==> config.mk <==
export PLATFORM = sky130hd
export DESIGN_NAME = clock_gen_upper_config_regs
export DESIGN_NICKNAME = d
export VERILOG_FILES = /design/src/logic/clock_gen_pkg.sv /design/src/logic/serial_word_if.sv /design/src/logic/serial_word_rx.sv /design/src/logic/clock_gen_upper_config_regs.sv
export VERILOG_INCLUDE_DIRS = /design/src /design/src/logic
export SDC_FILE = /design/constraint.sdc
export NUM_CORES = 1
export LEC_CHECK = 0
export BUFFER_PORTS_ARGS = -buffer_cell sky130_fd_sc_hd__buf_4
export CORE_MARGIN = 8
export CORE_UTILIZATION = 40
export DETAILED_ROUTE_END_ITERATION = 12
export PLACE_DENSITY_LB_ADDON = 0.08
export SLEW_MARGIN = 20
export SYNTH_ARGS = -nofsm -noshare
export SYNTH_HDL_FRONTEND = slang
export SYNTH_SLANG_ARGS = --single-unit
==> constraint.sdc <==
create_clock -name clk -period 2.1 [get_ports clk]
set_clock_uncertainty 0.15 [all_clocks]
set_input_delay 0.42 -clock clk [delete_from_list [all_inputs] [get_ports clk]]
set_output_delay 0.42 -clock clk [all_outputs]
set_load 0.01 [all_outputs]
==> src/logic/clock_gen_defines.svh <==
`ifndef CLOCK_GEN_DEFINES_SVH
`define CLOCK_GEN_DEFINES_SVH
// register addresses
`define ADDR_OSC_BUF        5'h0a
`define ADDR_SYNC_CTRL      5'h0b
`define ADDR_LOCK_PIN       5'h0c
`define ADDR_READBACK_GP0   5'h0d
`define ADDR_GP1            5'h0e
`define ADDR_LOOP_FILTER    5'h18
`define ADDR_CP_LOCK        5'h1a
`define ADDR_REF_DIV        5'h1c
`define ADDR_CAL_DIV        5'h1d
`define ADDR_FB_DIV         5'h1e
`define ADDR_WRITE_LOCK     5'h1f
`define ADDR_SOFT_RESET     5'h00
// field positions
`define SOFT_RESET_BIT      17
`define WRITE_LOCK_BIT      5
`define HOLD_SYNC_BIT       23
`define SYNC_POL_BIT        16
// word layout
`define WORD_BITS           32
`define ADDR_BITS           5
// reset values (data bits 31:5, address field reads zero)
`define RST_OSC_BUF         32'h8140_0000
`define RST_SYNC_CTRL       32'h0181_1000
`define RST_LOCK_PIN        32'h1b00_0000
`define RST_READBACK_GP0    32'h0302_0000
`define RST_GP1             32'h0800_0000
`define RST_LOOP_FILTER     32'h0000_0000
`define RST_CP_LOCK         32'h0c08_0000
`define RST_REF_DIV         32'h0040_0000
`define RST_CAL_DIV         32'h0700_0600
`define RST_FB_DIV          32'h0200_0600
`define RST_WRITE_LOCK      32'h0000_0000
`endif

==> src/logic/clock_gen_pkg.sv <==
package clock_gen_pkg;
    typedef logic [31:0] word_t;
    typedef logic [4:0]  addr_t;
    typedef enum logic [1:0] {
        ST_IDLE  = 2'b00,
        ST_SHIFT = 2'b01,
        ST_APPLY = 2'b10
    } frame_state_e;
endpackage

==> src/logic/serial_word_if.sv <==
`timescale 1ns/1ps
interface serial_word_if;
    logic [31:0] word;
    logic        valid;
    modport src (output word, output valid);
    modport dst (input word, input valid);
endinterface

==> src/logic/serial_word_rx.sv <==
`timescale 1ns/1ps
module serial_word_rx (
    // clock and reset
    input  wire logic  clk,
    input  wire logic  reset_n,
    // already synchronised serial pins
    input  wire logic  sclk_s,
    input  wire logic  sdata_s,
    input  wire logic  latch_s,
    // received word
    serial_word_if.src out
);
    logic        sclk_d_ff;
    logic        latch_d_ff;
    logic [31:0] shift_ff;
    clock_gen_pkg::frame_state_e state_ff;

    // edge detect on synchronised copies only
    always_ff @(posedge clk) begin
        if (!reset_n) begin
            sclk_d_ff  <= 1'b0;
            // latch idles high; a low reset value would fake an edge
            latch_d_ff <= 1'b1;
        end else begin
            sclk_d_ff  <= sclk_s;
            latch_d_ff <= latch_s;
        end
    end

    // msb first shift on rising data clock while latch is low
    always_ff @(posedge clk) begin
        if (!reset_n) begin
            shift_ff <= 32'h0000_0000;
        end else if (sclk_s && !sclk_d_ff && !latch_s) begin
            shift_ff <= {shift_ff[30:0], sdata_s};
        end
    end

    always_ff @(posedge clk) begin
        if (!reset_n) begin
            state_ff <= clock_gen_pkg::ST_IDLE;
        end else begin
            case (state_ff)
                clock_gen_pkg::ST_IDLE: begin
                    if (!latch_s) begin
                        state_ff <= clock_gen_pkg::ST_SHIFT;
                    end
                end
                clock_gen_pkg::ST_SHIFT: begin
                    if (latch_s && !latch_d_ff) begin
                        state_ff <= clock_gen_pkg::ST_APPLY;
                    end
                end
                clock_gen_pkg::ST_APPLY: begin
                    state_ff <= clock_gen_pkg::ST_IDLE;
                end
                default: begin
                    state_ff <= clock_gen_pkg::ST_IDLE;
                end
            endcase
        end
    end

    assign out.word  = shift_ff;
    assign out.valid = (state_ff == clock_gen_pkg::ST_APPLY);
endmodule

==> src/logic/clock_gen_upper_config_regs.sv <==
`timescale 1ns/1ps
`include "clock_gen_defines.svh"
// What this block does
// - secondary oscillator buffer enable resets off
// - primary oscillator buffer enable resets on
// - primary oscillator format resets to differential
// - oscillator path selects reset to bypass
// - six sync masks, pairs four/three set
// - sync polarity resets high, toggle syncs
// - crystal oscillator enable resets off
// - lock pin source select resets three
// - hold sync asserted until pll locks
// - loop filter fields all reset zero
// - reference doubler resets off
// - charge pump gain resets code three
// - lock only after count plus one stable ticks
// - reference divider one to 4095, default four
// - prescaler two to seven, default two
// - feedback divider one to 262143
// - write lock blocks registers zero to thirty
// - soft reset reloads every default
// - soft reset self clears on writes
module clock_gen_upper_config_regs (
    // clock and reset
    clk,
    reset_n,
    // serial write port pins
    ser_clk,
    ser_data,
    ser_latch,
    // pll status inputs on this clock
    pd_tick,
    phase_in_window,
    sync_request,
    // register contents
    osc_buffer_control,
    sync_and_osc_input_control,
    lock_detect_pin_control,
    readback_and_gp0_control,
    gp1_output_control,
    loop_filter_settings,
    charge_pump_and_lock_count,
    reference_divider,
    input_range_and_cal_divider,
    feedback_divider,
    write_lock_control,
    // derived controls
    soft_reset_active,
    digital_lock,
    sync_active,
    sw_sync_pulse,
    divider_config_error
);
    // clock and reset
    input  wire logic        clk;
    input  wire logic        reset_n;
    // serial write port pins
    input  wire logic        ser_clk;
    input  wire logic        ser_data;
    input  wire logic        ser_latch;
    // pll status inputs on this clock
    input  wire logic        pd_tick;
    input  wire logic        phase_in_window;
    input  wire logic        sync_request;
    // register contents
    output logic      [31:0] osc_buffer_control;
    output logic      [31:0] sync_and_osc_input_control;
    output logic      [31:0] lock_detect_pin_control;
    output logic      [31:0] readback_and_gp0_control;
    output logic      [31:0] gp1_output_control;
    output logic      [31:0] loop_filter_settings;
    output logic      [31:0] charge_pump_and_lock_count;
    output logic      [31:0] reference_divider;
    output logic      [31:0] input_range_and_cal_divider;
    output logic      [31:0] feedback_divider;
    output logic      [31:0] write_lock_control;
    // derived controls
    output logic             soft_reset_active;
    output logic             digital_lock;
    output logic             sync_active;
    output logic             sw_sync_pulse;
    output logic             divider_config_error;

    // synchroniser stages, stage two in bit one
    logic [1:0]  sclk_sync_ff;
    logic [1:0]  sdata_sync_ff;
    logic [1:0]  latch_sync_ff;

    // register storage
    logic [31:0] osc_buf_ff;
    logic [31:0] sync_ctrl_ff;
    logic [31:0] lock_pin_ff;
    logic [31:0] rb_gp0_ff;
    logic [31:0] gp1_ff;
    logic [31:0] loop_ff;
    logic [31:0] cp_lock_ff;
    logic [31:0] ref_div_ff;
    logic [31:0] cal_div_ff;
    logic [31:0] fb_div_ff;
    logic [31:0] wlock_ff;

    // soft reset, software sync and lock state
    logic        soft_rst_ff;
    logic        pol_d_ff;
    logic        sw_sync_ff;
    logic [13:0] lock_cnt_ff;
    logic        lock_ff;
    logic        div_err_ff;

    // write path
    logic        wr_en;
    logic        load_defaults;
    logic [4:0]  wr_addr;
    logic [31:0] wr_data;
    logic [13:0] lock_target;

    serial_word_if rx_bus ();

    // two stage synchronisers; only stage two feeds the receiver
    // latch stages reset to the idle high level of their pin
    always_ff @(posedge clk) begin
        if (!reset_n) begin
            sclk_sync_ff  <= 2'b00;
            sdata_sync_ff <= 2'b00;
            latch_sync_ff <= 2'b11;
        end else begin
            sclk_sync_ff  <= {sclk_sync_ff[0], ser_clk};
            sdata_sync_ff <= {sdata_sync_ff[0], ser_data};
            latch_sync_ff <= {latch_sync_ff[0], ser_latch};
        end
    end

    serial_word_rx u_rx (
        .clk     (clk),
        .reset_n (reset_n),
        .sclk_s  (sclk_sync_ff[1]),
        .sdata_s (sdata_sync_ff[1]),
        .latch_s (latch_sync_ff[1]),
        .out     (rx_bus.src)
    );

    assign wr_addr = rx_bus.word[4:0];
    assign wr_data = {rx_bus.word[31:5], 5'b00000};

    // lock gates writes
    // the lock register itself stays writable so software can unlock
    assign wr_en = rx_bus.valid &&
                   (!wlock_ff[`WRITE_LOCK_BIT] ||
                    wr_addr == `ADDR_WRITE_LOCK);

    assign load_defaults = wr_en && wr_addr == `ADDR_SOFT_RESET &&
                           rx_bus.word[`SOFT_RESET_BIT];

    // soft reset flag clears
    // any accepted write other than a soft reset, mapped here or not, ends the soft reset state
    always_ff @(posedge clk) begin
        if (!reset_n) begin
            soft_rst_ff <= 1'b0;
        end else if (load_defaults) begin
            soft_rst_ff <= 1'b1;
        end else if (wr_en && wr_addr != `ADDR_SOFT_RESET) begin
            soft_rst_ff <= 1'b0;
        end else if (wr_en) begin
            soft_rst_ff <= 1'b0;
        end
    end

    // every register reloads on reset or soft reset and otherwise waits
    // for a word with its own address; other addresses fall through
    // secondary buffer off
    always_ff @(posedge clk) begin
        if (!reset_n || load_defaults) begin
            osc_buf_ff <= `RST_OSC_BUF;
        end else if (wr_en && wr_addr == `ADDR_OSC_BUF) begin
            osc_buf_ff <= wr_data;
        end
    end

    always_ff @(posedge clk) begin
        if (!reset_n || load_defaults) begin
            sync_ctrl_ff <= `RST_SYNC_CTRL;
        end else if (wr_en && wr_addr == `ADDR_SYNC_CTRL) begin
            sync_ctrl_ff <= wr_data;
        end
    end

    always_ff @(posedge clk) begin
        if (!reset_n || load_defaults) begin
            lock_pin_ff <= `RST_LOCK_PIN;
        end else if (wr_en && wr_addr == `ADDR_LOCK_PIN) begin
            lock_pin_ff <= wr_data;
        end
    end

    // readback pin type and first general output
    always_ff @(posedge clk) begin
        if (!reset_n || load_defaults) begin
            rb_gp0_ff <= `RST_READBACK_GP0;
        end else if (wr_en && wr_addr == `ADDR_READBACK_GP0) begin
            rb_gp0_ff <= wr_data;
        end
    end

    // second general output
    always_ff @(posedge clk) begin
        if (!reset_n || load_defaults) begin
            gp1_ff <= `RST_GP1;
        end else if (wr_en && wr_addr == `ADDR_GP1) begin
            gp1_ff <= wr_data;
        end
    end

    always_ff @(posedge clk) begin
        if (!reset_n || load_defaults) begin
            loop_ff <= `RST_LOOP_FILTER;
        end else if (wr_en && wr_addr == `ADDR_LOOP_FILTER) begin
            loop_ff <= wr_data;
        end
    end

    always_ff @(posedge clk) begin
        if (!reset_n || load_defaults) begin
            cp_lock_ff <= `RST_CP_LOCK;
        end else if (wr_en && wr_addr == `ADDR_CP_LOCK) begin
            cp_lock_ff <= wr_data;
        end
    end

    always_ff @(posedge clk) begin
        if (!reset_n || load_defaults) begin
            ref_div_ff <= `RST_REF_DIV;
        end else if (wr_en && wr_addr == `ADDR_REF_DIV) begin
            ref_div_ff <= wr_data;
        end
    end

    // calibration divider; the host keeps it equal to the feedback
    // divider, nothing here compares the two
    always_ff @(posedge clk) begin
        if (!reset_n || load_defaults) begin
            cal_div_ff <= `RST_CAL_DIV;
        end else if (wr_en && wr_addr == `ADDR_CAL_DIV) begin
            cal_div_ff <= wr_data;
        end
    end

    always_ff @(posedge clk) begin
        if (!reset_n || load_defaults) begin
            fb_div_ff <= `RST_FB_DIV;
        end else if (wr_en && wr_addr == `ADDR_FB_DIV) begin
            fb_div_ff <= wr_data;
        end
    end

    // lock bit always writable
    // a soft reset cannot reach this while locked, as wr_en gates it
    always_ff @(posedge clk) begin
        if (!reset_n || load_defaults) begin
            wlock_ff <= `RST_WRITE_LOCK;
        end else if (wr_en && wr_addr == `ADDR_WRITE_LOCK) begin
            wlock_ff <= wr_data;
        end
    end

    always_ff @(posedge clk) begin
        if (!reset_n) begin
            pol_d_ff   <= 1'b1;
            sw_sync_ff <= 1'b0;
        end else begin
            pol_d_ff   <= sync_ctrl_ff[`SYNC_POL_BIT];
            sw_sync_ff <= pol_d_ff != sync_ctrl_ff[`SYNC_POL_BIT];
        end
    end

    // lock detect counter
    // counts phase detector ticks; any excursion restarts the wait
    // the flag rises on the tick after the count reaches the field
    assign lock_target = cp_lock_ff[19:6];
    always_ff @(posedge clk) begin
        if (!reset_n || !phase_in_window || load_defaults) begin
            lock_cnt_ff <= 14'h0000;
            lock_ff     <= 1'b0;
        end else if (pd_tick) begin
            if (lock_cnt_ff >= lock_target) begin
                lock_ff <= 1'b1;
            end else begin
                lock_cnt_ff <= lock_cnt_ff + 14'h0001;
            end
        end
    end

    // reference, prescaler and feedback divider range check
    // out of range values are stored anyway and only flagged
    always_ff @(posedge clk) begin
        if (!reset_n) begin
            div_err_ff <= 1'b0;
        end else begin
            div_err_ff <= (ref_div_ff[31:20] == 12'h000) ||
                          (fb_div_ff[26:24] < 3'h2) ||
                          (fb_div_ff[22:5] == 18'h0_0000);
        end
    end

    assign sync_active = sync_request || sw_sync_ff ||
                         (lock_pin_ff[`HOLD_SYNC_BIT] && !lock_ff);

    assign osc_buffer_control          = osc_buf_ff;
    assign sync_and_osc_input_control  = sync_ctrl_ff;
    assign lock_detect_pin_control     = lock_pin_ff;
    assign readback_and_gp0_control    = rb_gp0_ff;
    assign gp1_output_control          = gp1_ff;
    assign loop_filter_settings        = loop_ff;
    assign charge_pump_and_lock_count  = cp_lock_ff;
    assign reference_divider           = ref_div_ff;
    assign input_range_and_cal_divider = cal_div_ff;
    assign feedback_divider            = fb_div_ff;
    assign write_lock_control          = wlock_ff;
    assign soft_reset_active           = soft_rst_ff;
    assign digital_lock                = lock_ff;
    assign sw_sync_pulse               = sw_sync_ff;
    assign divider_config_error        = div_err_ff;
endmodule

==> results.yml <==
status:
  status: "complete, but fails checks"
  violations: "negative setup slack"
detailed_routing:
  wl_per_cell_um: 19.9
  route.detailed.drc: 0
  route.met3.wl_um: 4110
  first_pass_iters: 5
  first_iter_violations: 859
  via_per_inst: 5.03
  top_layer_used: "met4"
  drtAntennaViolNets: 0
  wl_met2_um: 24300
  wl_met1_um: 21500
  routed_wl_um: 51100
  vias: 12900
layout:
  final_cell_mix: "nand2_1 (679), buf_4 (413), dfxtp_1 (336), a21oi_1 (294), conb_1 (55)"
  n_antenna_cell: 0
  layout_commonest_cell: "nand2_1"
  register_area_um2: 7200
  fin_area_um2: 19000
  area_delta_synth_final_pct: 39.0
  drive_gt1_share_pct: 28.9
  multi_input_area_um2: 6050
  fill_cells: 3127
  utilization_pct: 56.5
  fin_nets: 2116
critical_path:
  crit_cells: 7
  crit_fanout: 5
  max_stage_delay_ns: 0.55
  required_ns: 2.40
  r2r-start: "charge_pump_and_lock_count[11]"
  endpoint_kind: "flop"
  critPathKind: "flop to flop"
  critPathCapture: "lock_cnt_ff[2]"
  reg2reg_slack_ns: -0.07
  worstRegToRegCells: 7
  startpoint: "charge_pump_and_lock_count[11]"
  crit_slowest_cell: "or4_1"
  path_buf_inv: 1
  worstPathArrival_ns: 2.46
  path_delay_family: "simple AND/OR/NAND/NOR gates"
  rr_endpoint: "lock_cnt_ff[2]"
  path_cells: "inv_2 > ha_4 > nand4_1 > o31a_1 > o221ai_4 > or4_1 > a21oi_1"
  cp-start-kind: "flop"
global_routing:
  grt_use_total_pct: 23.7
  grt_pass1_wl_um: 76400
  antenna_found_initial: 0
  grt-ovfl-total: 0
  grt_max_degree: 45
  grt_pass1_vias: 12500
power_and_ir_drop:
  power_mw: 14.2
  power_density_nw_per_um2: 746
  p_leak_nw: 7.48
  ir_drop_mv: 0.574
floorplanning:
  rows: 67
  die_y_um: 201
  dieArea_um2: 40300
  die_w_um: 201
  initial_core_util_pct: 40.7
  io-pin-count: 365
  core_area_um2: 33600
sta:
  timing.fmax_ghz: 0.462
  drv_slew: 0
  fin_setup_tns_ns: -0.143
  min_period_ns: 2.17
  rsz0062_at_grt: "true"
  worst_pin_slew_ns: 0.835
  relSlewSlack_pct: 44.3
  min_period_over_period_pct: 103
  finalSetupViolCount: 7
  worst_slack_ns: -0.0653
  hold_violations: 0
clock_network:
  insertion_delay_ns: 0.52
  cts_tree: "done"
  h-tree-depth: 2
  root_buffer: "clkbuf_16"
  numCtsBuffers: 39
  clock_sinks: 358
  clk_pin_slew_ns: 0.06
  max-clock-path-buffers: 3
min_path:
  hold_class: "input pin to flop"
synthesis:
  synthArstFlopShare_pct: 0
  yosysSeqAreaShare_pct: 52.4
  synth_area_um2: 13700
  synth_cell_types: 50
  synth_edf_count: 0
  synth_warnings: 0
  syn_area_per_cell_um2: 7.90
  ys_seq_elements: 358
  syn_inst: 1730
  synth_ff_type: "dfxtp_1"
placement:
  hpwl_um: 34800
  pre_cts_ws_ns: -0.229
  place_area_um2: 17000
  finalWeightedCongestion: 0.822
  portBuffers: 309
flow_run:
  maxCapViolations: 0
## cells in the mapped netlist (all sizes together), types with 2 or more instances
| cell | n | area share (%) |
|---|---|---|
| nand2 | 681 | 19 |
| dfxtp | 358 | 52 |
| a21oi | 318 | 12 |
| buf | 114 | 5.4 |
| clkbuf | 70 | 1.9 |
| nand3 | 39 | 1.4 |
| inv | 18 | 0.49 |
| ha | 15 | 1.4 |
| nor2 | 11 | 0.32 |
| nand4 | 10 | 0.46 |
| nor4 | 10 | 0.68 |
| nor3 | 8 | 0.41 |
| or2 | 8 | 0.37 |
| mux2i | 7 | 0.51 |
| o31ai | 7 | 0.38 |
| or4 | 7 | 0.38 |
| and2 | 6 | 0.27 |
| nand2b | 6 | 0.27 |
| a21o | 4 | 0.22 |
| and3 | 4 | 0.18 |
| nor2b | 3 | 0.14 |
| a31oi | 2 | 0.092 |
| nand3b | 2 | 0.11 |
| nor3b | 2 | 0.11 |
| o21ai | 2 | 0.073 |
| or3 | 2 | 0.092 |
## how the worst min path moves through the flow
stage	cells past startpoint	start	to	slack, ns
floorplan	1	latch_sync_ff[0]	latch_sync_ff[1]	0.24
global placement	1	latch_sync_ff[0]	latch_sync_ff[1]	0.24
detailed placement	1	latch_sync_ff[0]	latch_sync_ff[1]	0.25
CTS	3	pd_tick	lock_cnt_ff[1]	0.05
global route	3	pd_tick	lock_cnt_ff[0]	0.07
finish	3	pd_tick	lock_cnt_ff[0]	0.08
## per-stage QoR
stage | std cells | hold slack [ns]
after floorplan | 1784 | 0.236
after global placement | 2477 | 0.245
after detailed placement | 2477 | 0.251
after CTS | 2560 | 0.0504
after global routing | 2570 | 0.0658
final | 2570 | 0.0839
## timing repair
| action | CTS | global route |
|---|---|---|
| gates cloned | 2 | 4 |
| setup buffers | 8 | 7 |
| hold endpoints to repair | 3 | 0 |
| pin swaps | 18 | 29 |
| hold buffers | 3 | 0 |
| resized for setup | 38 | 47 |
| setup endpoints to repair | 15 | 41 |
## flip-flops by register name, summed over array words and instances (netlist names)
signal / cells
charge_pump_and_lock_count: 27
digital_lock: 1
divider_config_error: 1
feedback_divider: 27
gp1_output_control: 27
input_range_and_cal_divider: 27
latch_sync_ff: 2
lock_cnt_ff: 14
lock_detect_pin_control: 27
loop_filter_settings: 27
osc_buffer_control: 27
pol_d_ff: 1
readback_and_gp0_control: 27
reference_divider: 27
sclk_sync_ff: 2
sdata_sync_ff: 2
soft_reset_active: 1
sw_sync_pulse: 1
sync_and_osc_input_control: 27
u_rx.latch_d_ff: 1
u_rx.out.word: 32
u_rx.sclk_d_ff: 1
u_rx.state_ff: 2
write_lock_control: 27
## power by group
| part | leakage, nW | internal, mW | switching, mW |
|---|---|---|---|
| logic | 3.94 | 0.0937 | 0.212 |
| registers | 2.90 | 6.80 | 0.00472 |
| clock network | 0.644 | 4.33 | 2.75 |
| total | 7.48 | 11.2 | 2.96 |
## cell type report
class                   count  area share (%)
well taps                 448            2.95
clock inverters             9           0.816
repair buffers            451            20.0
inverters                  19           0.375
multi-input cells        1224            31.9
flip-flops and latches    358            37.9
clock buffers              61            6.16
## tightest hold or removal path: stages
cell,delay (ns)
buf_4,0.14
nand4_1,0.09
a21oi_1,0.06
## routing by layer
metal	vias up	track usage (%)
met1	6165	29.4
met4	0	6.28
met5	-	0
met3	69	6.47
li1	6242	-
met2	455	40.0
## kinds of logic (layout without fill, tap and decap cells)
kind of cell	count (synthesis)	after routing	synth area share, %
other cells	1	55	0.0274
fa+ha+maj	15	15	1.37
mux	7	7	0.513
buf+inv	203	540	7.83
simple gates	804	804	24.4
flops	358	358	52.4
xor+xnor	1	1	0.0641
compound gates	341	342	13.4
Power figures use the tool's default switching activity.
